==> src/inc/offset_cal_pkg.sv <==
// Purpose: constants and types of the black-level offset calibration
// Assumes: AXI4-Lite register map, 10-bit converter codes
// Notes:   register offsets are byte addresses
package offset_cal_pkg;
   localparam logic [7:0] CTRL_OFS   = 8'h00;
   localparam logic [7:0] TARGET_OFS = 8'h04;
   localparam logic [7:0] LIMIT_OFS  = 8'h08;
   localparam logic [7:0] GAIN_OFS   = 8'h0c;
   localparam logic [7:0] COARSE_OFS = 8'h10;
   localparam logic [7:0] FINE_OFS   = 8'h14;
   localparam logic [7:0] STATUS_OFS = 8'h18;
   localparam int         SRST_BIT    = 8;
   localparam int         HOT_LSB     = 16;
   localparam int         BUSY_BIT    = 16;
   localparam int         FIRST_BIT   = 17;
   localparam logic [7:0] CTRL_RST    = 8'h90;
   localparam logic [9:0] TARGET_RST  = 10'h040;
   localparam logic [9:0] HOT_RST     = 10'h3ff;
   localparam logic [9:0] COLD_RST    = 10'h000;
   localparam logic [9:0] GAIN_RST    = 10'h000;
   localparam logic [9:0] GAIN_MAX    = 10'h2ff;
   localparam logic [9:0] GAIN_N3     = 10'h040;
   localparam logic [9:0] GAIN_N2     = 10'h060;
   localparam logic [9:0] GAIN_N1     = 10'h080;
   localparam logic [2:0] N_LOG_MAX   = 3'h6;
   localparam int         FRAC        = 7;
   localparam logic signed [11:0] FINE_SPAN = 12'sh0ff;
   localparam logic [1:0] RESP_OKAY   = 2'h0;
   localparam logic [1:0] RESP_SLVERR = 2'h2;

   typedef enum logic [1:0] {CAL_IDLE, CAL_RUN, CAL_UPDATE} cal_st_t;

   typedef struct packed {
      logic [2:0] n_log;
      logic [2:0] wshift;
      logic       fast;
      logic       direct;
   } ctrl_t;

   typedef struct packed {
      logic        awready;
      logic        wready;
      logic        bvalid;
      logic [1:0]  bresp;
      logic        arready;
      logic        rvalid;
      logic [1:0]  rresp;
      logic [31:0] rdata;
   } axi_t;

   typedef struct packed {
      logic [5:0]         s1;
      logic [5:0]         s2;
      logic [5:0]         s3;
      logic [9:0]         px1;
      logic [9:0]         px2;
      logic [15:0]        sh;
      logic [3:0]         bits;
      ctrl_t              ctrl;
      logic [9:0]         target;
      logic [9:0]         hot;
      logic [9:0]         cold;
      logic [9:0]         gain;
      logic signed [7:0]  coarse;
      logic signed [9:0]  fine;
      cal_st_t            st;
      logic [6:0]         cnt;
      logic [15:0]        sum;
      logic [9:0]         prev;
      logic               first;
      logic [16:0]        avg;
      axi_t               axi;
   } state_t;
endpackage : offset_cal_pkg

==> src/core/black_offset_cal.sv <==
// Purpose: optical-black averaging loop steering coarse and fine offset DACs
// Assumes: pins are asynchronous to aclk and pass two flip-flops
// Notes:   registers over AXI4-Lite and over a 3-wire serial port
// How it works
// - a falling black clamp pulse starts one calibration pass
// - line average of black samples is compared with the black target
// - offsets inside plus or minus 255 adjust only the fine DAC
// - larger offsets step the coarse DAC by one toward the residue
// - one fine DAC step equals one converter code
// - coarse step is linear gain times n, n set by gain code band
// - loop settles output black level to target within one code
// - weighted rolling average, factor 1 down to 1/128
// - hot or cold samples are replaced by the previous pixel
// - fast bit: first line of frame uses factor 1, no limits
// - two to the N black pixels per line, N from 0 to 6
// - automatic mode resumes from the DAC values last held
// - serial frame: two zeros, 4-bit address, 10 data bits
// - gain code is 10 bits, 0 to 767
`timescale 1ns/1ps
`default_nettype none
module black_offset_cal
   import offset_cal_pkg::*;
(
   input  wire logic        aclk,
   input  wire logic        aresetn,
   input  wire logic        awvalid,
   output logic             awready,
   input  wire logic [7:0]  awaddr,
   input  wire logic        wvalid,
   output logic             wready,
   input  wire logic [31:0] wdata,
   input  wire logic [3:0]  wstrb,
   output logic             bvalid,
   input  wire logic        bready,
   output logic [1:0]       bresp,
   input  wire logic        arvalid,
   output logic             arready,
   input  wire logic [7:0]  araddr,
   output logic             rvalid,
   input  wire logic        rready,
   output logic [31:0]      rdata,
   output logic [1:0]       rresp,
   input  wire logic        black_clamp_pulse_n,
   input  wire logic        conversion_clock,
   input  wire logic        frame_start,
   input  wire logic [9:0]  adc_data,
   input  wire logic        serial_clk,
   input  wire logic        serial_cs_n,
   input  wire logic        serial_data_in,
   output logic [7:0]       coarse_offset_dac,
   output logic [9:0]       fine_offset_dac
);
   state_t             q;
   state_t             n;
   axi_t               keep;
   logic               clamp_fall;
   logic               conv_rise;
   logic               sclk_rise;
   logic               frame_rise;
   logic               axi_wr;
   logic               ser_wr;
   logic [15:0]        ser_word;
   logic               wr_en;
   logic [5:0]         wr_idx;
   logic [31:0]        wr_mask;
   logic [31:0]        wd;
   logic [2:0]         nlog;
   logic [6:0]         last;
   logic [9:0]         pix;
   logic [9:0]         line;
   logic signed [17:0] diff;
   logic [16:0]        avg_new;
   logic [10:0]        avg_int;
   logic signed [11:0] err;
   logic signed [11:0] fraw;
   logic signed [11:0] fnew;

   function automatic state_t rst_state();
      state_t s;
      s        = '0;
      s.s1     = 6'h09;
      s.s2     = 6'h09;
      s.s3     = 6'h09;
      s.ctrl   = ctrl_t'(CTRL_RST);
      s.target = TARGET_RST;
      s.hot    = HOT_RST;
      s.cold   = COLD_RST;
      s.gain   = GAIN_RST;
      s.st     = CAL_IDLE;
      return s;
   endfunction : rst_state

   function automatic logic [31:0] reg_read(state_t s, logic [5:0] idx);
      logic [31:0] v;
      v = '0;
      unique case ({idx, 2'b00})
         CTRL_OFS:   v[7:0] = s.ctrl;
         TARGET_OFS: v[9:0] = s.target;
         LIMIT_OFS:  v = {6'h0, s.hot, 6'h0, s.cold};
         GAIN_OFS:   v[9:0] = s.gain;
         COARSE_OFS: v[7:0] = s.coarse;
         FINE_OFS:   v[9:0] = s.fine;
         STATUS_OFS: begin
            v[9:0]      = s.avg[16:FRAC];
            v[BUSY_BIT]  = (s.st != CAL_IDLE);
            v[FIRST_BIT] = s.first;
         end
         default:    v = '0;
      endcase
      return v;
   endfunction : reg_read

   function automatic logic mapped(logic [5:0] idx);
      return {idx, 2'b00} <= STATUS_OFS;
   endfunction : mapped

   // gain roughly doubles every 128 codes, so the shift tracks linear gain
   function automatic logic [7:0] coarse_step(logic [9:0] g);
      logic [7:0] m;
      if (g < GAIN_N3)
         m = 8'h04;
      else if (g < GAIN_N2)
         m = 8'h03;
      else if (g < GAIN_N1)
         m = 8'h02;
      else
         m = 8'h01;
      return m << g[9:7];
   endfunction : coarse_step

   function automatic logic signed [9:0] sat_fine(logic signed [11:0] v);
      if (v > FINE_SPAN)
         return 10'(FINE_SPAN);
      if (v < -FINE_SPAN)
         return 10'(-FINE_SPAN);
      return v[9:0];
   endfunction : sat_fine

   assign clamp_fall = q.s3[0] & ~q.s2[0];
   assign conv_rise  = q.s2[1] & ~q.s3[1];
   assign sclk_rise  = q.s2[2] & ~q.s3[2];
   assign frame_rise = q.s2[5] & ~q.s3[5];

   always_comb begin
      n        = q;
      keep     = q.axi;
      pix      = q.px2;
      ser_word = {q.sh[14:0], q.s2[4]};
      nlog     = (q.ctrl.n_log > N_LOG_MAX) ? N_LOG_MAX : q.ctrl.n_log;
      last     = 7'((8'h01 << nlog) - 8'h01);
      line     = 10'(q.sum >> nlog);
      diff     = $signed({1'b0, line, 7'h00}) - $signed({1'b0, q.avg});
      avg_new  = 17'($signed({1'b0, q.avg})
                 + (diff >>> (q.first ? 3'h0 : q.ctrl.wshift)));
      avg_int  = {1'b0, avg_new[16:FRAC]} + {10'h0, avg_new[FRAC-1]};
      err      = $signed({1'b0, avg_int}) - $signed({2'b00, q.target});
      fraw     = 12'(q.fine) - err;
      fnew     = fraw;
      n.s1     = {frame_start, serial_data_in, serial_cs_n, serial_clk,
                  conversion_clock, black_clamp_pulse_n};
      n.s2     = q.s1;
      n.s3     = q.s2;
      n.px1    = adc_data;
      n.px2    = q.px1;

      ser_wr = 1'b0;
      if (q.s2[3]) begin
         n.bits = '0;
      end else if (sclk_rise) begin
         n.sh   = ser_word;
         n.bits = q.bits + 4'h1;
         ser_wr = (q.bits == 4'hf) && (ser_word[15:14] == 2'b00);
      end

      unique case (q.st)
         CAL_IDLE: begin
            if (clamp_fall && !q.ctrl.direct) begin
               n.st  = CAL_RUN;
               n.cnt = '0;
               n.sum = '0;
            end
         end
         CAL_RUN: begin
            if (conv_rise) begin
               // hot/cold replacement, suspended on fast line
               if (!q.first && (q.px2 > q.hot || q.px2 < q.cold))
                  pix = q.prev;
               n.prev = pix;
               n.sum  = q.sum + {6'h0, pix};
               n.cnt  = q.cnt + 7'h01;
               // window of two to the N pixels
               if (q.cnt == last)
                  n.st = CAL_UPDATE;
            end
         end
         CAL_UPDATE: begin
            // rolling average, factor 1 on first line
            n.avg   = avg_new;
            n.first = 1'b0;
            n.st    = CAL_IDLE;
            // one update per line, compare with target
            if (!q.ctrl.direct) begin
               // coarse step toward residue, step size
               if (fraw > FINE_SPAN && q.coarse != 8'sh7f) begin
                  n.coarse = q.coarse + 8'sh01;
                  fnew     = fraw - $signed({4'h0, coarse_step(q.gain)});
               end else if (fraw < -FINE_SPAN && q.coarse != 8'sh80) begin
                  n.coarse = q.coarse - 8'sh01;
                  fnew     = fraw + $signed({4'h0, coarse_step(q.gain)});
               end
               // fine absorbs the rest, code for code
               n.fine = sat_fine(fnew);
            end
         end
         default: n.st = CAL_IDLE;
      endcase
      // set wins over the end-of-line clear
      if (frame_rise && q.ctrl.fast)
         n.first = 1'b1;

      // bus side; both address and data must be offered together
      axi_wr      = q.axi.awready & awvalid & wvalid;
      n.axi.awready = awvalid && wvalid && !q.axi.awready && !q.axi.bvalid;
      n.axi.wready  = n.axi.awready;
      if (q.axi.bvalid && bready)
         n.axi.bvalid = 1'b0;
      if (axi_wr) begin
         n.axi.bvalid = 1'b1;
         n.axi.bresp  = mapped(awaddr[7:2]) ? RESP_OKAY : RESP_SLVERR;
      end
      n.axi.arready = arvalid && !q.axi.arready && !q.axi.rvalid;
      if (q.axi.rvalid && rready)
         n.axi.rvalid = 1'b0;
      if (q.axi.arready && arvalid) begin
         n.axi.rvalid = 1'b1;
         n.axi.rdata  = reg_read(q, araddr[7:2]);
         n.axi.rresp  = mapped(araddr[7:2]) ? RESP_OKAY : RESP_SLVERR;
      end

      // bus write wins over a serial frame in the same cycle
      wr_en   = axi_wr | ser_wr;
      wr_idx  = axi_wr ? awaddr[7:2] : {2'b00, ser_word[13:10]};
      wr_mask = axi_wr ? {{8{wstrb[3]}}, {8{wstrb[2]}},
                          {8{wstrb[1]}}, {8{wstrb[0]}}} : 32'h0000_03ff;
      wd      = axi_wr ? wdata : {22'h0, ser_word[9:0]};
      wd      = (reg_read(q, wr_idx) & ~wr_mask) | (wd & wr_mask);
      if (wr_en) begin
         unique case ({wr_idx, 2'b00})
            CTRL_OFS:   n.ctrl   = ctrl_t'(wd[7:0]);
            TARGET_OFS: n.target = wd[9:0];
            LIMIT_OFS: begin
               n.cold = wd[9:0];
               n.hot  = wd[HOT_LSB+9:HOT_LSB];
            end
            GAIN_OFS:   n.gain = (wd[9:0] > GAIN_MAX) ? GAIN_MAX : wd[9:0];
            // automatic mode resumes from these held values
            COARSE_OFS: n.coarse = wd[7:0];
            FINE_OFS:   n.fine   = sat_fine({{2{wd[9]}}, wd[9:0]});
            default:    ;
         endcase
      end
      // software reset leaves a pending bus answer intact
      if (wr_en && {wr_idx, 2'b00} == CTRL_OFS && wd[SRST_BIT]) begin
         keep   = n.axi;
         n      = rst_state();
         n.axi  = keep;
      end
   end

   always_ff @(posedge aclk) begin
      if (!aresetn)
         q <= rst_state();
      else
         q <= n;
   end

   assign awready           = q.axi.awready;
   assign wready            = q.axi.wready;
   assign bvalid            = q.axi.bvalid;
   assign bresp             = q.axi.bresp;
   assign arready           = q.axi.arready;
   assign rvalid            = q.axi.rvalid;
   assign rdata             = q.axi.rdata;
   assign rresp             = q.axi.rresp;
   assign coarse_offset_dac = q.coarse;
   assign fine_offset_dac   = q.fine;
endmodule : black_offset_cal
`default_nettype wire

==> config.mk <==
export PLATFORM = sky130hd
export DESIGN_NAME = black_offset_cal
export DESIGN_NICKNAME = d
export VERILOG_FILES = /design/src/inc/offset_cal_pkg.sv /design/src/core/black_offset_cal.sv
export SDC_FILE = /design/constraint.sdc
export NUM_CORES = 1
export LEC_CHECK = 0
export ABC_AREA = 1
export BUFFER_PORTS_ARGS = -buffer_cell sky130_fd_sc_hd__buf_2
export CAP_MARGIN = 20
export CORE_MARGIN = 3
export CORE_UTILIZATION = 60
export CTS_CLUSTER_SIZE = 10
export DETAILED_ROUTE_END_ITERATION = 12
export PLACE_DENSITY = 0.8
export SLEW_MARGIN = 0
export SYNTH_ARGS = -nofsm -noshare
export SYNTH_HDL_FRONTEND = slang
export SYNTH_SLANG_ARGS = --single-unit
==> constraint.sdc <==
create_clock -name aclk -period 25 [get_ports aclk]
set_clock_uncertainty 0.05 [all_clocks]
set_input_delay 0 -clock aclk [delete_from_list [all_inputs] [get_ports aclk]]
set_output_delay 0 -clock aclk [all_outputs]
set_load 0.005 [all_outputs]
After elaboration in Yosys (flattened, before gate mapping)
Index checks and enable logic that the tools add are counted.
- bitwise logic cells: 17
- muxes and demuxes: 75
- reductions and logical operators: 40
- shift operators: 5
- $lt $le $gt $ge: 15
- add/subtract/negate cells: 13
- eq/ne operators: 21
- operators with widths (operator ; count):
    $mux 10 ; 13
    $pmux 8 s7 ; 2
    $mux 8 ; 13
    $mux 18 ; 4
    $mux 35 ; 2
    $and 26x26->26 ; 2
    $mux 26 ; 2
    $mux 12 ; 4
    $pmux 23 s2 ; 1
    $eq 6x3->1 const B ; 6
    $not 26->26 ; 1
    $or 26x26->26 ; 1
    $mux 25 ; 1
    $eq 6x2->1 const B ; 4
    $gt 12x9->1 const B ; 2
    $lt 12x9->1 const B ; 2
    $lt 10x7->1 const B ; 2
    $pmux 2 s5 ; 2
    $mux 1 ; 19
    $sshr 18x3->17 ; 1
    $sub 17x17->18 ; 1
    $add 17x17->17 ; 1
    $add 16x10->16 ; 1
    $le 8x5->1 const B ; 2
    44 further kinds ; 97
- output and inout bits: 59
- input bits: 75
- register bits: 217

Depth between registers and ports, before layout
- word-level depth: 34
- depth in mapped cells: 64
- gate-level depth less buffers: 62

Worst setup path after synthesis
Ideal clock, no wire load.
- kind: flip-flop to flip-flop
- start point: reg q[159] in the netlist's numbering
- end point: reg q (netlist bit fine_offset_dac[1])
- stages on the path, launching flop included: 57
- data arrival time: 7.773 ns
- slack: 17.057 ns
- clock period less this slack: 7.943 ns
- cell sequence: dfxtp_1 -> nand2_1 -> inv_1 -> nor2_1 -> clkbuf_1 -> o21ai_0 -> o211ai_1 -> o21ai_0 -> ha_1 -> a21oi_1 -> inv_1 -> a21oi_1 -> xnor2_1 -> nand2_1 -> o21ai_0 -> o21ai_0 -> a21oi_1 -> ha_1 -> (+21 left out) -> nand2_1 -> nand2_1 -> nand2_1 -> ha_1 -> inv_1 -> nand2_1 -> nor3_1 -> a21oi_1 -> nor3_1 -> nand3_1 -> nand3_1 -> nand2_1 -> nor2_1 -> nand2_1 -> nand2_2 -> nand2_1 -> a21oi_1 -> a21oi_1
- word-level cells in the longest chain between the ends: 26
- elaborated cells on any way between the ends: 50
- classes of those cells: add/sub (7); order compare (7); shift (2); mux (30); bitwise (2); reduce/logical (2)
- RTL lines (what ; line ; source):
    start, declared ; black_offset_cal.sv:53 ; state_t q;
    start signal, assigned ; black_offset_cal.sv:272 ; q <= rst_state();
    start signal, assigned ; black_offset_cal.sv:274 ; q <= n;
    $gt 3x3->1 ; black_offset_cal.sv:149 ; nlog = (q.ctrl.n_log > N_LOG_MAX) ? N_LOG_MAX : q.ctrl.n_log;
    $mux 3 (*) ; black_offset_cal.sv:149 ;
    $shr 16x3->10 (*) ; black_offset_cal.sv:151 ; line = 10'(q.sum >> nlog);
    $sub 17x17->18 (*) ; black_offset_cal.sv:152 ; diff = $signed({1'b0, line, 7'h00}) - $signed({1'b0, q.avg});
    $sshr 18x3->17 (*) ; black_offset_cal.sv:154 ; + (diff >>> (q.first ? 3'h0 : q.ctrl.wshift)));
    $add 17x17->17 (*) ; black_offset_cal.sv:154 ;
    net avg_new[13] ; black_offset_cal.sv:72 ; logic [16:0] avg_new;
    $add 10x1->11 (*) ; black_offset_cal.sv:155 ; avg_int = {1'b0, avg_new[16:FRAC]} + {10'h0, avg_new[FRAC-1]};
    (+11 left out) ; n/a ;
    $mux 1 ; black_offset_cal.sv:202 ; if (!q.ctrl.direct) begin
    $mux 1 ; black_offset_cal.sv:175 ; unique case (q.st)
    $mux 10 ; black_offset_cal.sv:136 ; return v[9:0];
    $mux 10 (*) ; black_offset_cal.sv:134 ; if (v < -FINE_SPAN)
    $mux 18 (*) ; black_offset_cal.sv:202 ;
    $mux 18 (*) ; black_offset_cal.sv:175 ;
    $mux 10 ; black_offset_cal.sv:248 ; unique case ({wr_idx, 2'b00})
    $mux 18 (*) ; black_offset_cal.sv:247 ; if (wr_en) begin
Mark *: on every way through the listed nets, which the timed path passes. The rest lies on a longest branch. The select of a mux whose other input is x is not followed.
A chain may end at the register's enable or synchronous reset.

Worst setup path in the final report
- start point: reg q[158] in the netlist's numbering
- end point: reg q (netlist bit fine_offset_dac[1])
- word-level cells in the longest chain between the ends: 26
- elaborated cells on any way between the ends: 50
- classes of those cells: add/sub (7); order compare (7); shift (2); mux (30); bitwise (2); reduce/logical (2)
- RTL lines (what ; line ; source):
    $gt 3x3->1 ; black_offset_cal.sv:149 ;
    $mux 3 ; black_offset_cal.sv:149 ;
    $shr 16x3->10 ; black_offset_cal.sv:151 ;
    $sub 17x17->18 ; black_offset_cal.sv:152 ;
    $sshr 18x3->17 ; black_offset_cal.sv:154 ;
    $add 17x17->17 ; black_offset_cal.sv:154 ;
    $add 10x1->11 ; black_offset_cal.sv:155 ;
    $sub 11x10->12 ; black_offset_cal.sv:156 ; err = $signed({1'b0, avg_int}) - $signed({2'b00, q.target});
    (+10 left out) ; n/a ;
    $mux 1 ; black_offset_cal.sv:202 ;
    $mux 1 ; black_offset_cal.sv:175 ;
    $mux 10 ; black_offset_cal.sv:136 ;
    $mux 10 ; black_offset_cal.sv:134 ;
    $mux 18 ; black_offset_cal.sv:202 ;
    $mux 18 ; black_offset_cal.sv:175 ;
    $mux 10 ; black_offset_cal.sv:248 ;
    $mux 18 (*) ; black_offset_cal.sv:247 ;
Every way passes the cells marked *; elsewhere a longest branch is shown, timed or not. The select of a mux whose other input is x is not followed.

==> results.toml <==
[sta]
tightest_slew_ns = 1.09
layout_min_cycle_time_ns = 9.87
layout_setup_ws_ns = 15.13
finalCritPeriodShare_pct = 39.5
rsz0062_at_grt = "no"
finalSetupViolations = 0
finalSetupTns_ns = 0
slew_headroom_pct = 27.3
hold_violations = 0
slew_violations = 0
fmax_ghz = 0.101

[setup_path]
cp_num_buf_inv = 8
rrSetupSlack_ns = 15.13
cp-start-kind = "flop"
worstSetupEndpointType = "flop"
required_ns = 25.27
crit_top_cell = "nand2_1"
worstPathArrival_ns = 10.14
crit_path_max_incr_delay_ns = 0.75
cpMaxStageDelayCell = "dfxtp_1"
path_delay_family = "compound AO/OA/AOI/OAI gates"
crit_fanout = 22
crit_type = "reg2reg"

[final_layout]
syn2layout_area_growth_pct = 8.82
drive_above_1_share_pct = 9.34
fin_nets = 2469
diodes = 0

[synthesis]
synth_edf_count = 0
async_flop_share_pct = 0
synth_cells = 2221
synth_top_area_cell = "dfxtp_1"
ys.flop_type = "dfxtp_1"
synth_cell_types = 56
yosysTopAreaCellShare_pct = 27.0
synthesis.area_um2 = 14800
yosysWarnings = 0
synth_seq_area_share_pct = 27.0
syn_area_per_cell_um2 = 6.68
synthTopCellsByArea = "dfxtp_1 (27%), nand2_1 (12%), ha_1 (8.5%)"
yosys_register_bits = 200

[global_route]
grt_max_degree = 68
grt_pass1_wl_um = 72800
antenna_found_initial = 0
grt_pass1_vias = 14000
grt-ovfl-total = 0
grt_use_total_pct = 34.0

[route]
initialDrtViolationCount = 1605
vias = 15200
drt_pass1_iterations = 6
postRouteAntennaNets = 0
drc = 0
routedWlPerCell_um = 17.6
routed_wirelength_um = 45900
avgViaCountPerCell = 5.84

[floorplanning]
fp.dieH_um = 163
dieArea_um2 = 26700
start_util_pct = 62.1
core-area_um2 = 23900
die_w_um = 163
rows = 56
pin_count = 134

[cts]
cts_setup_buffers = 0
max-clock-path-buffers = 2
cts_buffers = 17
cts.reportedPaths.clkPinSlew_ns = 0.08
cts.sinks = 200
h-tree-depth = 4
cts-root-buf = "clkbuf_16"
clk_latency_ns = 0.45
cts_tree = "yes"
cts_resized = 0

[run_status]
status = "completed"

[job]
maxCapViolations = 0

[pwr]
p_sw_share_pct = 44.9
ir_drop_uv = 91.3
power_density_nw_per_um2 = 71.9
power_frac_clock_pct = 25.8
seqPwrFrac_pct = 28.1
p_int_uw = 640
netSwitchingPower_uw = 522
pwr-share-comb_pct = 46.1
leakagePower_uw = 0.00751

[place]
dp_slack_ns = 14.91
hpwlAfterDp_um = 34100
io_buffers = 103
gp_congestion = 0.983

[worst_hold_path]
hp-class = "in2reg"
[power by group through the flow]
stage               Sequential, uW  Combinational [uW]  Clock, uW
floorplan                      332                 417          0
detailed placement             333                 516          0
global route                   327                 600        314
finish                         326                 536        300
CTS                            326                 523        299
global placement               333                 509          0
[layout by cell type, fill, tap and decap left out, drive strengths merged, types with 15 or more instances in the layout]
| master | n |
|---|---|
| fa | 15 |
| a31oi | 17 |
| nand2 | 478 |
| dfxtp | 200 |
| o21ai | 195 |
| o22ai | 33 |
| a21oi | 214 |
| nor3 | 28 |
| nand3 | 107 |
| clkbuf | 18 |
| dlygate4sd3 | 38 |
| o211ai | 23 |
| ha | 101 |
| xor2 | 39 |
| nor2 | 171 |
| buf | 112 |
| a211oi | 19 |
| inv | 332 |
| nand4 | 20 |
[layer usage]
layer	global-route usage, %	vias to the layer above	wire [um]
li1	-	7436	-
met1	46.1	6977	19300
met2	55.7	705	20800
met3	5.02	122	4180
met4	11.3	0	1550
met5	0	-	0
[kinds of logic after synthesis]
kind of cell / synth area share [%]
buffers and inverters: 13.4
AND/OR/NAND/NOR: 23.8
other: 0.0253
multiplexers: 0.405
flip-flops: 27.0
XOR/XNOR: 2.95
adder cells (fa/ha/maj): 10.5
AO/OA/AOI/OAI: 21.9
[cell usage after synthesis (all sizes together) (8+ instances only)]
cell type,instances
clkbuf,42
nand4,20
nand2,478
o21ai,195
xor2,39
or2,11
inv,324
o31ai,9
buf,83
o21bai,8
xnor2,11
a31oi,17
dfxtp,200
a211oi,19
o211ai,23
a21oi,214
o221ai,14
ha,101
nand3,107
o22ai,33
nor3,28
fa,15
nor2,171
[flip-flops by register name, indices dropped and copies added, names as in the netlist]
signal / count
arready: 1
bresp: 1
bvalid: 1
coarse_offset_dac: 8
fine_offset_dac: 10
q: 156
rdata: 20
rresp: 1
rvalid: 1
wready: 1
[stage by stage]
step,total power [uW],hold WS (ns),instances,instance area (um2),util (%)
6_report,1160,0.0239,2610,16200,67.6
5_1_grt,1240,0.0548,2610,16200,67.6
4_1_cts,1150,0.00230,2609,16100,67.6
3_5_place_dp,850,0.140,2539,15100,63.3
3_3_place_gp,843,0.135,2539,15100,63.3
2_1_floorplan,749,0.0566,2234,14900,-
[worst paths after layout]
path / startpoint / endpoint / depth (start not counted)
worst min register to register: q[191] / q[181] / 2
worst max register to register: q[158] / fine_offset_dac[1] / 48
worst min-delay path: wstrb[2] / q[137] / 5
worst max-delay path: q[158] / fine_offset_dac[1] / 48
[repair_timing]
action | CTS | global route
hold buffers | 38 | 0
hold endpoints to repair | 44 | 0
endpoints found under the setup margin | 0 | 0
[worst register-to-register path, delay by kind of cell, from the launching register on]
kind	cells	cell delay [ns]
XOR/XNOR	3	0.80
buffers and inverters	8	0.86
multiplexers	1	0.14
AND/OR/NAND/NOR	15	1.68
AO/OA/AOI/OAI	14	2.86
adder cells (fa/ha/maj)	7	2.61
flip-flops	1	0.75
[layout make-up]
type | instances | area [um2]
clock buffers | 18 | 439
clock inverters | 14 | 205
fillers | 2151 | 7740
inverters | 330 | 1240
multi-input cells | 1579 | 8900
flip-flops and latches | 200 | 4000
well taps | 319 | 399
repair buffers | 150 | 963
(Power assumes the default switching activity.)
